**config.mk**
```make
export PLATFORM = sky130hd
export DESIGN_NAME = drive_motion_parameter_unit
export DESIGN_NICKNAME = d
export VERILOG_FILES = /design/src/core/motion_param_pkg.sv /design/src/core/drive_motion_parameter_unit.sv
export VERILOG_INCLUDE_DIRS = /design/src /design/src/core
export SDC_FILE = /design/constraint.sdc
export NUM_CORES = 1
export LEC_CHECK = 0
export ABC_AREA = 0
export BUFFER_PORTS_ARGS = -buffer_cell sky130_fd_sc_hd__buf_2
export CAP_MARGIN = 20
export CORE_MARGIN = 2
export CORE_UTILIZATION = 59
export CTS_CLUSTER_DIAMETER = 50
export DETAILED_ROUTE_END_ITERATION = 8
export GPL_ROUTABILITY_DRIVEN = 0
export PLACE_DENSITY = 0.81
export SLEW_MARGIN = 20
export SYNTH_ARGS = -nofsm -noshare
export SYNTH_HDL_FRONTEND = slang
export SYNTH_SLANG_ARGS = --single-unit
```
**constraint.sdc**
```tcl
create_clock -name clk -period 5.7 [get_ports clk]
set_clock_uncertainty 0.05 [all_clocks]
set_input_delay 0.855 -clock clk [delete_from_list [all_inputs] [get_ports clk]]
set_output_delay 0.855 -clock clk [all_outputs]
set_load 0.02 [all_outputs]
```
**src/core/motion_param_defs.svh**
```systemverilog
// register offsets, field layouts, reset values and timing counts
`ifndef MOTION_PARAM_DEFS_SVH
`define MOTION_PARAM_DEFS_SVH

`define CLK_MHZ 200
`define TICK_US_STD 50
`define TICK_US_ALT 125
`define TICK_CYC_STD (`TICK_US_STD * `CLK_MHZ)
`define TICK_CYC_ALT (`TICK_US_ALT * `CLK_MHZ)

`define OFF_CTRL 12'h000
`define OFF_STATUS 12'h004
`define OFF_MASK 12'h008
`define OFF_TIMEOUT 12'h00C
`define OFF_RIPPLE 12'h010
`define OFF_HOLD 12'h014
`define OFF_MOVE_SPD 12'h018
`define OFF_CHG_SPD 12'h01C
`define OFF_INT_GAIN 12'h020
`define OFF_PROP_GAIN 12'h024
`define OFF_PWM_LIM 12'h028
`define OFF_SPD_CEIL 12'h02C
`define OFF_CHG_SPD_DATA 12'h094

`define TIMEOUT_MIN 16'h0005
`define TIMEOUT_MAX 16'h4E20
`define TIMEOUT_RST 16'h07D0
`define RIPPLE_MAX 16'h01C2
`define GAIN_MAX 16'h7FFF
`define PWM_MIN 16'h000A
`define PWM_MAX 16'h03E8
`define SPD_MIN 16'h0001
`define SPD_MAX 16'h7C02
`define SPD_MAX_WIDE 16'h7E76

`define CTRL_ALT_BIT 0
`define CTRL_MODE_LSB 1
`define CTRL_MODE_MSB 2
`define ST_DONE_BIT 0
`define ST_REACHED_BIT 1
`define ST_REJECT_BIT 2

`define MODE_VEL2 2'h2
`endif

```
**src/core/motion_param_pkg.sv**
```systemverilog
// types shared by the motion parameter unit
package motion_param_pkg;
  typedef enum logic [1:0] {
    MODE_POSITION,
    MODE_TORQUE,
    MODE_VELOCITY,
    MODE_ANALOG_VEL
  } drive_mode_t;
  typedef enum {
    BUS_IDLE,
    BUS_DATA
  } bus_state_t;
endpackage

```
**src/core/drive_motion_parameter_unit.sv**
```systemverilog
// motion parameters, pulse-complete and torque-reached detection
`timescale 1ns/1ps
`include "motion_param_defs.svh"

// Contract
// - stream complete after timeout without pulses
// - timeout tick 50us, or 125us alternate
// - torque reached only within ripple for hold
// - torque output changes only in torque mode
// - integral gain 0 to 32767 applied in velocity mode
// - proportional gain applied in velocity mode 2
// - pwm duty capped at limit 10..1000
// - analog velocity mode clamps speed to ceiling
// - move speed used for point moves
// - change speed readable at data register 037
module drive_motion_parameter_unit
  import motion_param_pkg::*;
(
  // clock, reset, enable
  input wire logic clk,
  input wire logic rst_n,
  input wire logic clk_en,
  // ahb-lite slave
  input wire logic hsel,
  input wire logic [11:0] haddr,
  input wire logic [1:0] htrans,
  input wire logic hwrite,
  input wire logic [2:0] hsize,
  input wire logic [31:0] hwdata,
  input wire logic hready,
  output logic [31:0] hrdata,
  output logic hreadyout,
  output logic hresp,
  // motion inputs
  input wire logic step_pulse,
  input wire logic signed [15:0] actual_torque,
  input wire logic signed [15:0] target_torque,
  input wire logic signed [15:0] speed_request,
  input wire logic [15:0] duty_request,
  input wire logic point_move_active,
  // motion outputs
  output logic pulse_stream_done,
  output logic torque_reached_output,
  output logic [15:0] speed_command,
  output logic [15:0] pwm_duty,
  output logic [14:0] vel_integral_gain,
  output logic [14:0] vel_prop_gain,
  output logic irq
);

  // parameters held by software
  logic alt_tick_ff;
  drive_mode_t mode_ff;
  logic [15:0] pulse_done_timeout_ff;
  logic [15:0] torque_ripple_band_ff;
  logic [15:0] reached_hold_time_ff;
  logic [15:0] move_speed_value_ff;
  logic [15:0] change_speed_value_ff;
  logic [14:0] vel_loop_integral_gain_ff;
  logic [14:0] vel_loop_prop_gain_ff;
  logic [15:0] pwm_duty_limit_ff;
  logic [15:0] analog_speed_ceiling_ff;
  logic [2:0] status_ff;
  logic [2:0] mask_ff;

  // bus phase capture
  bus_state_t bus_ff;
  logic wr_ff;
  logic [11:0] addr_ff;
  logic [31:0] nxt_rdata;
  logic wr_go;
  logic [15:0] wv;

  assign wr_go = clk_en && bus_ff == BUS_DATA && wr_ff;
  assign wv = hwdata[15:0];

  // in-range test shared by the ranged parameter writes; hold, ctrl and mask writes skip it
  function automatic logic in_range(input logic [31:0] v,
                                    input logic [15:0] lo, hi);
    in_range = v[31:16] == 16'h0000 && v[15:0] >= lo && v[15:0] <= hi;
  endfunction

  // absolute difference of two signed torque samples
  function automatic logic [16:0] abs_diff(input logic signed [15:0] a,
                                           input logic signed [15:0] b);
    logic signed [16:0] d;
    d = 17'(a) - 17'(b);
    abs_diff = d[16] ? 17'(-d) : 17'(d);
  endfunction

  // address phase capture; zero-wait slave, always okay
  always_ff @(posedge clk) begin
    if (!rst_n) begin
      bus_ff <= BUS_IDLE;
      wr_ff <= 1'b0;
      addr_ff <= 12'h000;
      hreadyout <= 1'b1;
      hresp <= 1'b0;
    end else if (clk_en) begin
      hreadyout <= 1'b1;
      hresp <= 1'b0;
      if (hsel && hready && htrans[1]) begin
        bus_ff <= BUS_DATA;
        wr_ff <= hwrite;
        addr_ff <= haddr;
      end else begin
        bus_ff <= BUS_IDLE;
        wr_ff <= 1'b0;
      end
    end
  end

  // read mux decoded in the address phase so hrdata is a flop
  always_comb begin
    nxt_rdata = 32'h0000_0000;
    if (haddr == `OFF_CTRL) begin
      nxt_rdata = {29'h0, mode_ff, alt_tick_ff};
    end else if (haddr == `OFF_STATUS) begin
      nxt_rdata = {29'h0, status_ff};
    end else if (haddr == `OFF_MASK) begin
      nxt_rdata = {29'h0, mask_ff};
    end else if (haddr == `OFF_TIMEOUT) begin
      nxt_rdata = {16'h0, pulse_done_timeout_ff};
    end else if (haddr == `OFF_RIPPLE) begin
      nxt_rdata = {16'h0, torque_ripple_band_ff};
    end else if (haddr == `OFF_HOLD) begin
      nxt_rdata = {16'h0, reached_hold_time_ff};
    end else if (haddr == `OFF_MOVE_SPD) begin
      nxt_rdata = {16'h0, move_speed_value_ff};
    end else if (haddr == `OFF_CHG_SPD ||
                 haddr == `OFF_CHG_SPD_DATA) begin
      nxt_rdata = {16'h0, change_speed_value_ff};
    end else if (haddr == `OFF_INT_GAIN) begin
      nxt_rdata = {17'h0, vel_loop_integral_gain_ff};
    end else if (haddr == `OFF_PROP_GAIN) begin
      nxt_rdata = {17'h0, vel_loop_prop_gain_ff};
    end else if (haddr == `OFF_PWM_LIM) begin
      nxt_rdata = {16'h0, pwm_duty_limit_ff};
    end else if (haddr == `OFF_SPD_CEIL) begin
      nxt_rdata = {16'h0, analog_speed_ceiling_ff};
    end
  end

  always_ff @(posedge clk) begin
    if (!rst_n) begin
      hrdata <= 32'h0000_0000;
    end else if (clk_en && hsel && hready && htrans[1] && !hwrite) begin
      hrdata <= nxt_rdata;
    end
  end

  // parameter writes; a value out of range is simply dropped
  always_ff @(posedge clk) begin
    if (!rst_n) begin
      alt_tick_ff <= 1'b0;
      mode_ff <= MODE_POSITION;
      pulse_done_timeout_ff <= `TIMEOUT_RST;
      torque_ripple_band_ff <= 16'h0000;
      reached_hold_time_ff <= 16'h0001;
      move_speed_value_ff <= `SPD_MIN;
      change_speed_value_ff <= `SPD_MIN;
      vel_loop_integral_gain_ff <= 15'h0000;
      vel_loop_prop_gain_ff <= 15'h0000;
      pwm_duty_limit_ff <= `PWM_MAX;
      analog_speed_ceiling_ff <= `SPD_MAX;
      mask_ff <= 3'h0;
    end else if (wr_go) begin
      if (addr_ff == `OFF_CTRL) begin
        alt_tick_ff <= hwdata[`CTRL_ALT_BIT];
        mode_ff <= drive_mode_t'(hwdata[`CTRL_MODE_MSB:`CTRL_MODE_LSB]);
      end else if (addr_ff == `OFF_MASK) begin
        mask_ff <= hwdata[2:0];
      end else if (addr_ff == `OFF_TIMEOUT) begin
        if (in_range(hwdata, `TIMEOUT_MIN, `TIMEOUT_MAX))
          pulse_done_timeout_ff <= wv;
      end else if (addr_ff == `OFF_RIPPLE) begin
        if (in_range(hwdata, 16'h0000, `RIPPLE_MAX))
          torque_ripple_band_ff <= wv;
      end else if (addr_ff == `OFF_HOLD) begin
        reached_hold_time_ff <= wv;
      end else if (addr_ff == `OFF_MOVE_SPD) begin
        if (in_range(hwdata, `SPD_MIN, `SPD_MAX_WIDE))
          move_speed_value_ff <= wv;
      end else if (addr_ff == `OFF_CHG_SPD ||
                   addr_ff == `OFF_CHG_SPD_DATA) begin
        if (in_range(hwdata, `SPD_MIN, `SPD_MAX))
          change_speed_value_ff <= wv;
      end else if (addr_ff == `OFF_INT_GAIN) begin
        if (in_range(hwdata, 16'h0000, `GAIN_MAX))
          vel_loop_integral_gain_ff <= wv[14:0];
      end else if (addr_ff == `OFF_PROP_GAIN) begin
        if (in_range(hwdata, 16'h0000, `GAIN_MAX))
          vel_loop_prop_gain_ff <= wv[14:0];
      end else if (addr_ff == `OFF_PWM_LIM) begin
        if (in_range(hwdata, `PWM_MIN, `PWM_MAX))
          pwm_duty_limit_ff <= wv;
      end else if (addr_ff == `OFF_SPD_CEIL) begin
        if (in_range(hwdata, `SPD_MIN, `SPD_MAX))
          analog_speed_ceiling_ff <= wv;
      end
    end
  end

  // reject event: a dropped write to timeout, ripple, pwm limit or a gain; dropped speed writes raise none
  logic bad_wr;
  always_comb begin
    bad_wr = 1'b0;
    if (wr_go) begin
      if (addr_ff == `OFF_TIMEOUT)
        bad_wr = !in_range(hwdata, `TIMEOUT_MIN, `TIMEOUT_MAX);
      else if (addr_ff == `OFF_RIPPLE)
        bad_wr = !in_range(hwdata, 16'h0000, `RIPPLE_MAX);
      else if (addr_ff == `OFF_PWM_LIM)
        bad_wr = !in_range(hwdata, `PWM_MIN, `PWM_MAX);
      else if (addr_ff == `OFF_INT_GAIN || addr_ff == `OFF_PROP_GAIN)
        bad_wr = !in_range(hwdata, 16'h0000, `GAIN_MAX);
    end
  end

  // timebase: one tick per timeout unit
  logic [14:0] tick_cnt_ff;
  logic tick;
  logic [14:0] tick_last;
  assign tick_last = alt_tick_ff ? 15'(`TICK_CYC_ALT - 1)
                                 : 15'(`TICK_CYC_STD - 1);
  assign tick = tick_cnt_ff >= tick_last;

  always_ff @(posedge clk) begin
    if (!rst_n) begin
      tick_cnt_ff <= 15'h0000;
    end else if (clk_en) begin
      if (tick || step_pulse)
        tick_cnt_ff <= 15'h0000;
      else
        tick_cnt_ff <= tick_cnt_ff + 15'h0001;
    end
  end

  // pulse-complete: silent for more than the programmed units
  logic [15:0] idle_units_ff;
  logic done_set;
  assign done_set = !step_pulse && tick && !pulse_stream_done &&
                    idle_units_ff >= pulse_done_timeout_ff;

  always_ff @(posedge clk) begin
    if (!rst_n) begin
      idle_units_ff <= 16'h0000;
      pulse_stream_done <= 1'b0;
    end else if (clk_en) begin
      if (step_pulse) begin
        idle_units_ff <= 16'h0000;
        pulse_stream_done <= 1'b0;
      end else if (tick) begin
        if (idle_units_ff != 16'hFFFF)
          idle_units_ff <= idle_units_ff + 16'h0001;
        if (done_set)
          pulse_stream_done <= 1'b1;
      end
    end
  end
  // torque reached: inside band continuously for the hold time
  logic in_band;
  logic [15:0] hold_cnt_ff;
  logic reached_rise;
  assign in_band = abs_diff(actual_torque, target_torque) <=
                   {1'b0, torque_ripple_band_ff};
  assign reached_rise = mode_ff == MODE_TORQUE && in_band &&
                        hold_cnt_ff >= reached_hold_time_ff &&
                        !torque_reached_output;

  always_ff @(posedge clk) begin
    if (!rst_n) begin
      hold_cnt_ff <= 16'h0000;
    end else if (clk_en) begin
      if (!in_band)
        hold_cnt_ff <= 16'h0000;
      else if (tick && hold_cnt_ff != 16'hFFFF)
        hold_cnt_ff <= hold_cnt_ff + 16'h0001;
    end
  end
  // output frozen outside torque mode so other modes keep their level
  always_ff @(posedge clk) begin
    if (!rst_n) begin
      torque_reached_output <= 1'b0;
    end else if (clk_en && mode_ff == MODE_TORQUE) begin
      torque_reached_output <= in_band &&
        hold_cnt_ff >= reached_hold_time_ff;
    end
  end
  // loop gains: integral and proportional both act only in velocity mode 2
  always_ff @(posedge clk) begin
    if (!rst_n) begin
      vel_integral_gain <= 15'h0000;
      vel_prop_gain <= 15'h0000;
    end else if (clk_en) begin
      vel_integral_gain <= (mode_ff == MODE_VELOCITY)
        ? vel_loop_integral_gain_ff : 15'h0000;
      vel_prop_gain <= (mode_ff == drive_mode_t'(`MODE_VEL2))
        ? vel_loop_prop_gain_ff : 15'h0000;
    end
  end
  // duty cap and speed selection
  logic [15:0] spd_mag;
  assign spd_mag = speed_request[15] ? 16'(-speed_request)
                                     : 16'(speed_request);
  always_ff @(posedge clk) begin
    if (!rst_n) begin
      pwm_duty <= 16'h0000;
      speed_command <= 16'h0000;
    end else if (clk_en) begin
      pwm_duty <= (duty_request > pwm_duty_limit_ff)
        ? pwm_duty_limit_ff : duty_request;
      if (mode_ff == MODE_ANALOG_VEL)
        speed_command <= (spd_mag > analog_speed_ceiling_ff)
          ? analog_speed_ceiling_ff : spd_mag;
      else if (point_move_active)
        speed_command <= move_speed_value_ff;
      else
        speed_command <= 16'h0000;
    end
  end
  // sticky status, write one to clear, set beats clear
  logic [2:0] ev;
  assign ev = {bad_wr, reached_rise, done_set};
  always_ff @(posedge clk) begin
    if (!rst_n) begin
      status_ff <= 3'h0;
      irq <= 1'b0;
    end else if (clk_en) begin
      if (wr_go && addr_ff == `OFF_STATUS)
        status_ff <= (status_ff & ~hwdata[2:0]) | ev;
      else
        status_ff <= status_ff | ev;
      irq <= |(status_ff & mask_ff);
    end
  end
  // complete only follows a full silent interval
  a_done_rise: assert property (@(posedge clk) disable iff (!rst_n)
    $rose(pulse_stream_done) |->
      $past(idle_units_ff) >= $past(pulse_done_timeout_ff))
    else $error("complete raised before timeout");
  a_pulse_clear: assert property (@(posedge clk) disable iff (!rst_n)
    clk_en && step_pulse |=> !pulse_stream_done && idle_units_ff == 0)
    else $error("pulse did not restart timeout");
  a_tick_period: assert property (@(posedge clk) disable iff (!rst_n)
    tick_cnt_ff <= 15'(`TICK_CYC_ALT - 1))
    else $error("tick counter overran");
  a_reached_band: assert property (@(posedge clk) disable iff (!rst_n)
    $rose(torque_reached_output) |-> $past(in_band))
    else $error("reached without torque in band");
  a_mode_freeze: assert property (@(posedge clk) disable iff (!rst_n)
    $past(mode_ff) != MODE_TORQUE |-> $stable(torque_reached_output))
    else $error("reached output moved outside torque mode");
  a_prop_gate: assert property (@(posedge clk) disable iff (!rst_n)
    vel_prop_gain != 0 |-> $past(mode_ff) == MODE_VELOCITY)
    else $error("prop gain outside velocity mode");
  a_duty_cap: assert property (@(posedge clk) disable iff (!rst_n)
    pwm_duty <= `PWM_MAX)
    else $error("duty above limit");
  a_ceiling_clamp: assert property (@(posedge clk) disable iff (!rst_n)
    $past(clk_en) && $past(mode_ff) == MODE_ANALOG_VEL |->
      speed_command <= $past(analog_speed_ceiling_ff))
    else $error("analog speed above ceiling");
  a_range_keep: assert property (@(posedge clk) disable iff (!rst_n)
    pwm_duty_limit_ff >= `PWM_MIN && pwm_duty_limit_ff <= `PWM_MAX)
    else $error("duty limit out of range");
  c_done: cover property (@(posedge clk) $rose(pulse_stream_done));
  c_reached: cover property (@(posedge clk) $rose(torque_reached_output));
  c_irq: cover property (@(posedge clk) $rose(irq));
endmodule

```
==> metrics.txt <==
status=completed; fin worst setup slack=0.439 ns; Main synth FF type=dfxtp_1; wire length on met2=~22,000 um; final setup fails=0; Yosys reg bits=293; post-place setup slack=-0.0459 ns; Final TNS setup=0 ns; Synth Cell Area=between 15,000 and 20,000 um2; Cell Area, Placed=18,000 um2; total die area=30,100 um2; largest net degree at the start of global routing=~120; crit path cell chain=buf_2, inv_1, ha_1, fa_1, nor2b_1, o2111ai_1, a21boi_0, o22ai_1, or2_2, or3_1, nor4_1, a21oi_1, xor2_1, ha_1, nand4_1, nor3_1, a21oi_1, o31ai_1, nor2_1, a21o_1, nor2_4, or4_1, a21oi_1; Routed Antenna Nets=0; Starting Density=0.595; DRC=0; Synth Instances=between 2,000 and 2,500; DP HPWL=between 30,000 and 40,000 um; CP peak stage delay=between 0.4 and 0.5 ns; crit path launch type=input pin; Slew HR=0.243; Async SR Flop Fraction=0; num rows=between 60 and 70; PD cells=around 260 nW/um2; # Post-CTS Setup Buffers=0; Final nets=2,420; Slowest-stage cell, CP=or4_1; Tcrit/Tclk final=0.923; vias per inst=around 6; Overflow after GRT=0; Pins Over Slew Limit=0; Total Power=about 5 mW; initial detailed-routing violation count=1,853; drt wl/cell=around 19 um; achievable frequency=190 MHz; Worst Hold Class=reg2reg; Post-synth EDFFs=0; TritonCTS Sinks=approximately 290; diode count=0; initial antenna violation count=0; M1 WL=around 20,000 um; CTS tree=built; H-tree Lvls=2; crit path DAT=~5.7 ns; Synth cell types=80; TritonCTS buffer count=36; Yosys warning total=0; Max Root-Sink Buffers=3; vias post-DR=15,900; Area Growth Syn to Fin=13.6%; Pre-Repair DR Iteration Count=8; Mean Syn Cell Area=a little over 8 um2; Post-synth top cells=dfxtp_1 (293), nand2_1 (261), nor2b_1 (140); first-pass GRT wire length=about 80,000 um; Max IR drop VDD=approximately 260 uV; Most common cell on crit path=a21oi_1; # hold bufs at CTS=0; I/O pins=220; Clk Latency, worst-skew pair=0.52 ns; Die Wd=~170 um; top layer in use=met4; Clock transition at path regs=~0.060 ns; WP data required=~6 ns; final worst path period need=about 5.3 ns; nature of the critical path endpoint=flip-flop; Final Hold Fails=0; I/O Buffers=197; RSZ-0062 raised after global routing=no; measured slew at the worst slew-check pin=~1.1 ns; CP Class=in2reg; proportion of layout cells with a drive suffix above 1=0.141; register area share after synthesis=0.346; routed wl met3=between 5000 and 6000 um; area leader, netlist=dfxtp_1; Total GRT Usage=0.321; Synth area leaders=dfxtp_1 (35%), ha_1 (7.9%), mux2i_1 (6.0%); chip height=173 um; most frequent cell after synthesis=dfxtp_1; Leakage Power=between 7 and 8 nW; core area=roughly 28,000 um2; Synth top area share=0.346; Post-CTS Resized=0; Root Driver=clkbuf_16; CP max FO=10; design area=19,200 um2; number of global-route vias before repair=between 10,000 and 15,000; max-cap violation count=0; DRT Wirelength=between 40,000 and 50,000 um
==> kinds of logic after synthesis <==
family,after synthesis,share of synthesized area
flops,293,0.346
simple gates,729,0.215
mux,119,0.0716
other cells,2,0.000443
xor+xnor,61,0.0315
fa+ha+maj,108,0.0802
compound gates,490,0.193
buf+inv,254,0.0619
==> final cells by class <==
type                       instances  area [um2]
clock buffer                      47        1000
fill                            2351        9230
timing repair buffer             215        1130
multi-input combinational       1525       10100
inverter                         120         450
tap                              384         480
clock inverter                    14         205
sequential                       293        5870
==> cells in the final DEF (no fill, tap or decap), types with 7 or more instances in the layout <==
cell / netlist / final
dfxtp_1: 293 / 293
nand2_1: 261 / 261
buf_2: 9 / 195
nor2b_1: 140 / 139
a21oi_1: 128 / 128
inv_1: 120 / 120
nor2_1: 119 / 117
ha_1: 107 / 107
mux2i_1: 102 / 102
o21ai_0: 92 / 92
a21boi_0: 62 / 62
clkbuf_16: 0 / 37
nand3_1: 36 / 36
xnor2_1: 32 / 32
xor2_1: 29 / 29
a21o_1: 26 / 26
nand4_1: 25 / 25
or3_1: 24 / 24
a22oi_1: 24 / 24
nor3_1: 23 / 23
and3_1: 23 / 23
o21a_1: 22 / 22
buf_4: 18 / 19
a31oi_1: 18 / 18
a222oi_1: 18 / 18
conb_1: 2 / 18
mux2_2: 17 / 17
nor4_1: 16 / 16
nand2b_1: 15 / 15
o221ai_1: 13 / 13
a221o_1: 12 / 12
o31ai_1: 10 / 10
or4_1: 8 / 8
o2111ai_1: 8 / 8
o211ai_1: 7 / 7
==> flip-flops by register name, indices dropped and copies added (netlist names), 12 cells and up <==
register / count
vel_loop_prop_gain_ff: 15
change_speed_value_ff: 16
analog_speed_ceiling_ff: 16
pwm_duty: 16
pulse_done_timeout_ff: 16
hrdata: 16
addr_ff: 12
reached_hold_time_ff: 16
vel_loop_integral_gain_ff: 15
hold_cnt_ff: 16
vel_integral_gain: 15
torque_ripple_band_ff: 16
move_speed_value_ff: 16
pwm_duty_limit_ff: 16
vel_prop_gain: 15
tick_cnt_ff: 15
idle_units_ff: 16
speed_command: 16
==> metal layers <==
layer,track usage,up-vias
met5,0,-
met4,0.130,0
met3,0.0605,154
met2,0.515,844
met1,0.426,7466
li1,-,7474
==> report_power, final <==
part	internal, mW	leakage (nW)	switching [mW]	total, mW
Sequential	2.07	2.37	0.0104	2.08
Combinational	0.262	4.98	0.405	0.667
Clock	1.43	0.591	0.908	2.34
==> worst max-delay path, delay by kind of cell <==
kind                     cells  cell delay (ns)
AND/OR/NAND/NOR              9             2.24
adder cells (fa/ha/maj)      3             0.97
XOR/XNOR                     1             0.16
AO/OA/AOI/OAI                8             1.32
buffers and inverters        2             0.11
==> metrics by stage <==
stage,hold WS (ns),instances,utilization
floorplan,0.365,2072,-
global placement,0.371,2537,0.633
detailed placement,0.377,2537,0.633
CTS,0.385,2598,0.676
global route,0.405,2598,0.676
finish,0.385,2598,0.676
==> path summary, 6_finish.rpt <==
check                             from                   endpoint  slack [ns]  cells after the start
min          change_speed_value_ff[15]  change_speed_value_ff[15]        0.38                      2
max reg2reg                alt_tick_ff           idle_units_ff[9]        1.97                     11
max                   actual_torque[0]             hold_cnt_ff[8]        0.44                     23
min reg2reg  change_speed_value_ff[15]  change_speed_value_ff[15]        0.38                      2
Power figures use the tool's default switching activity.
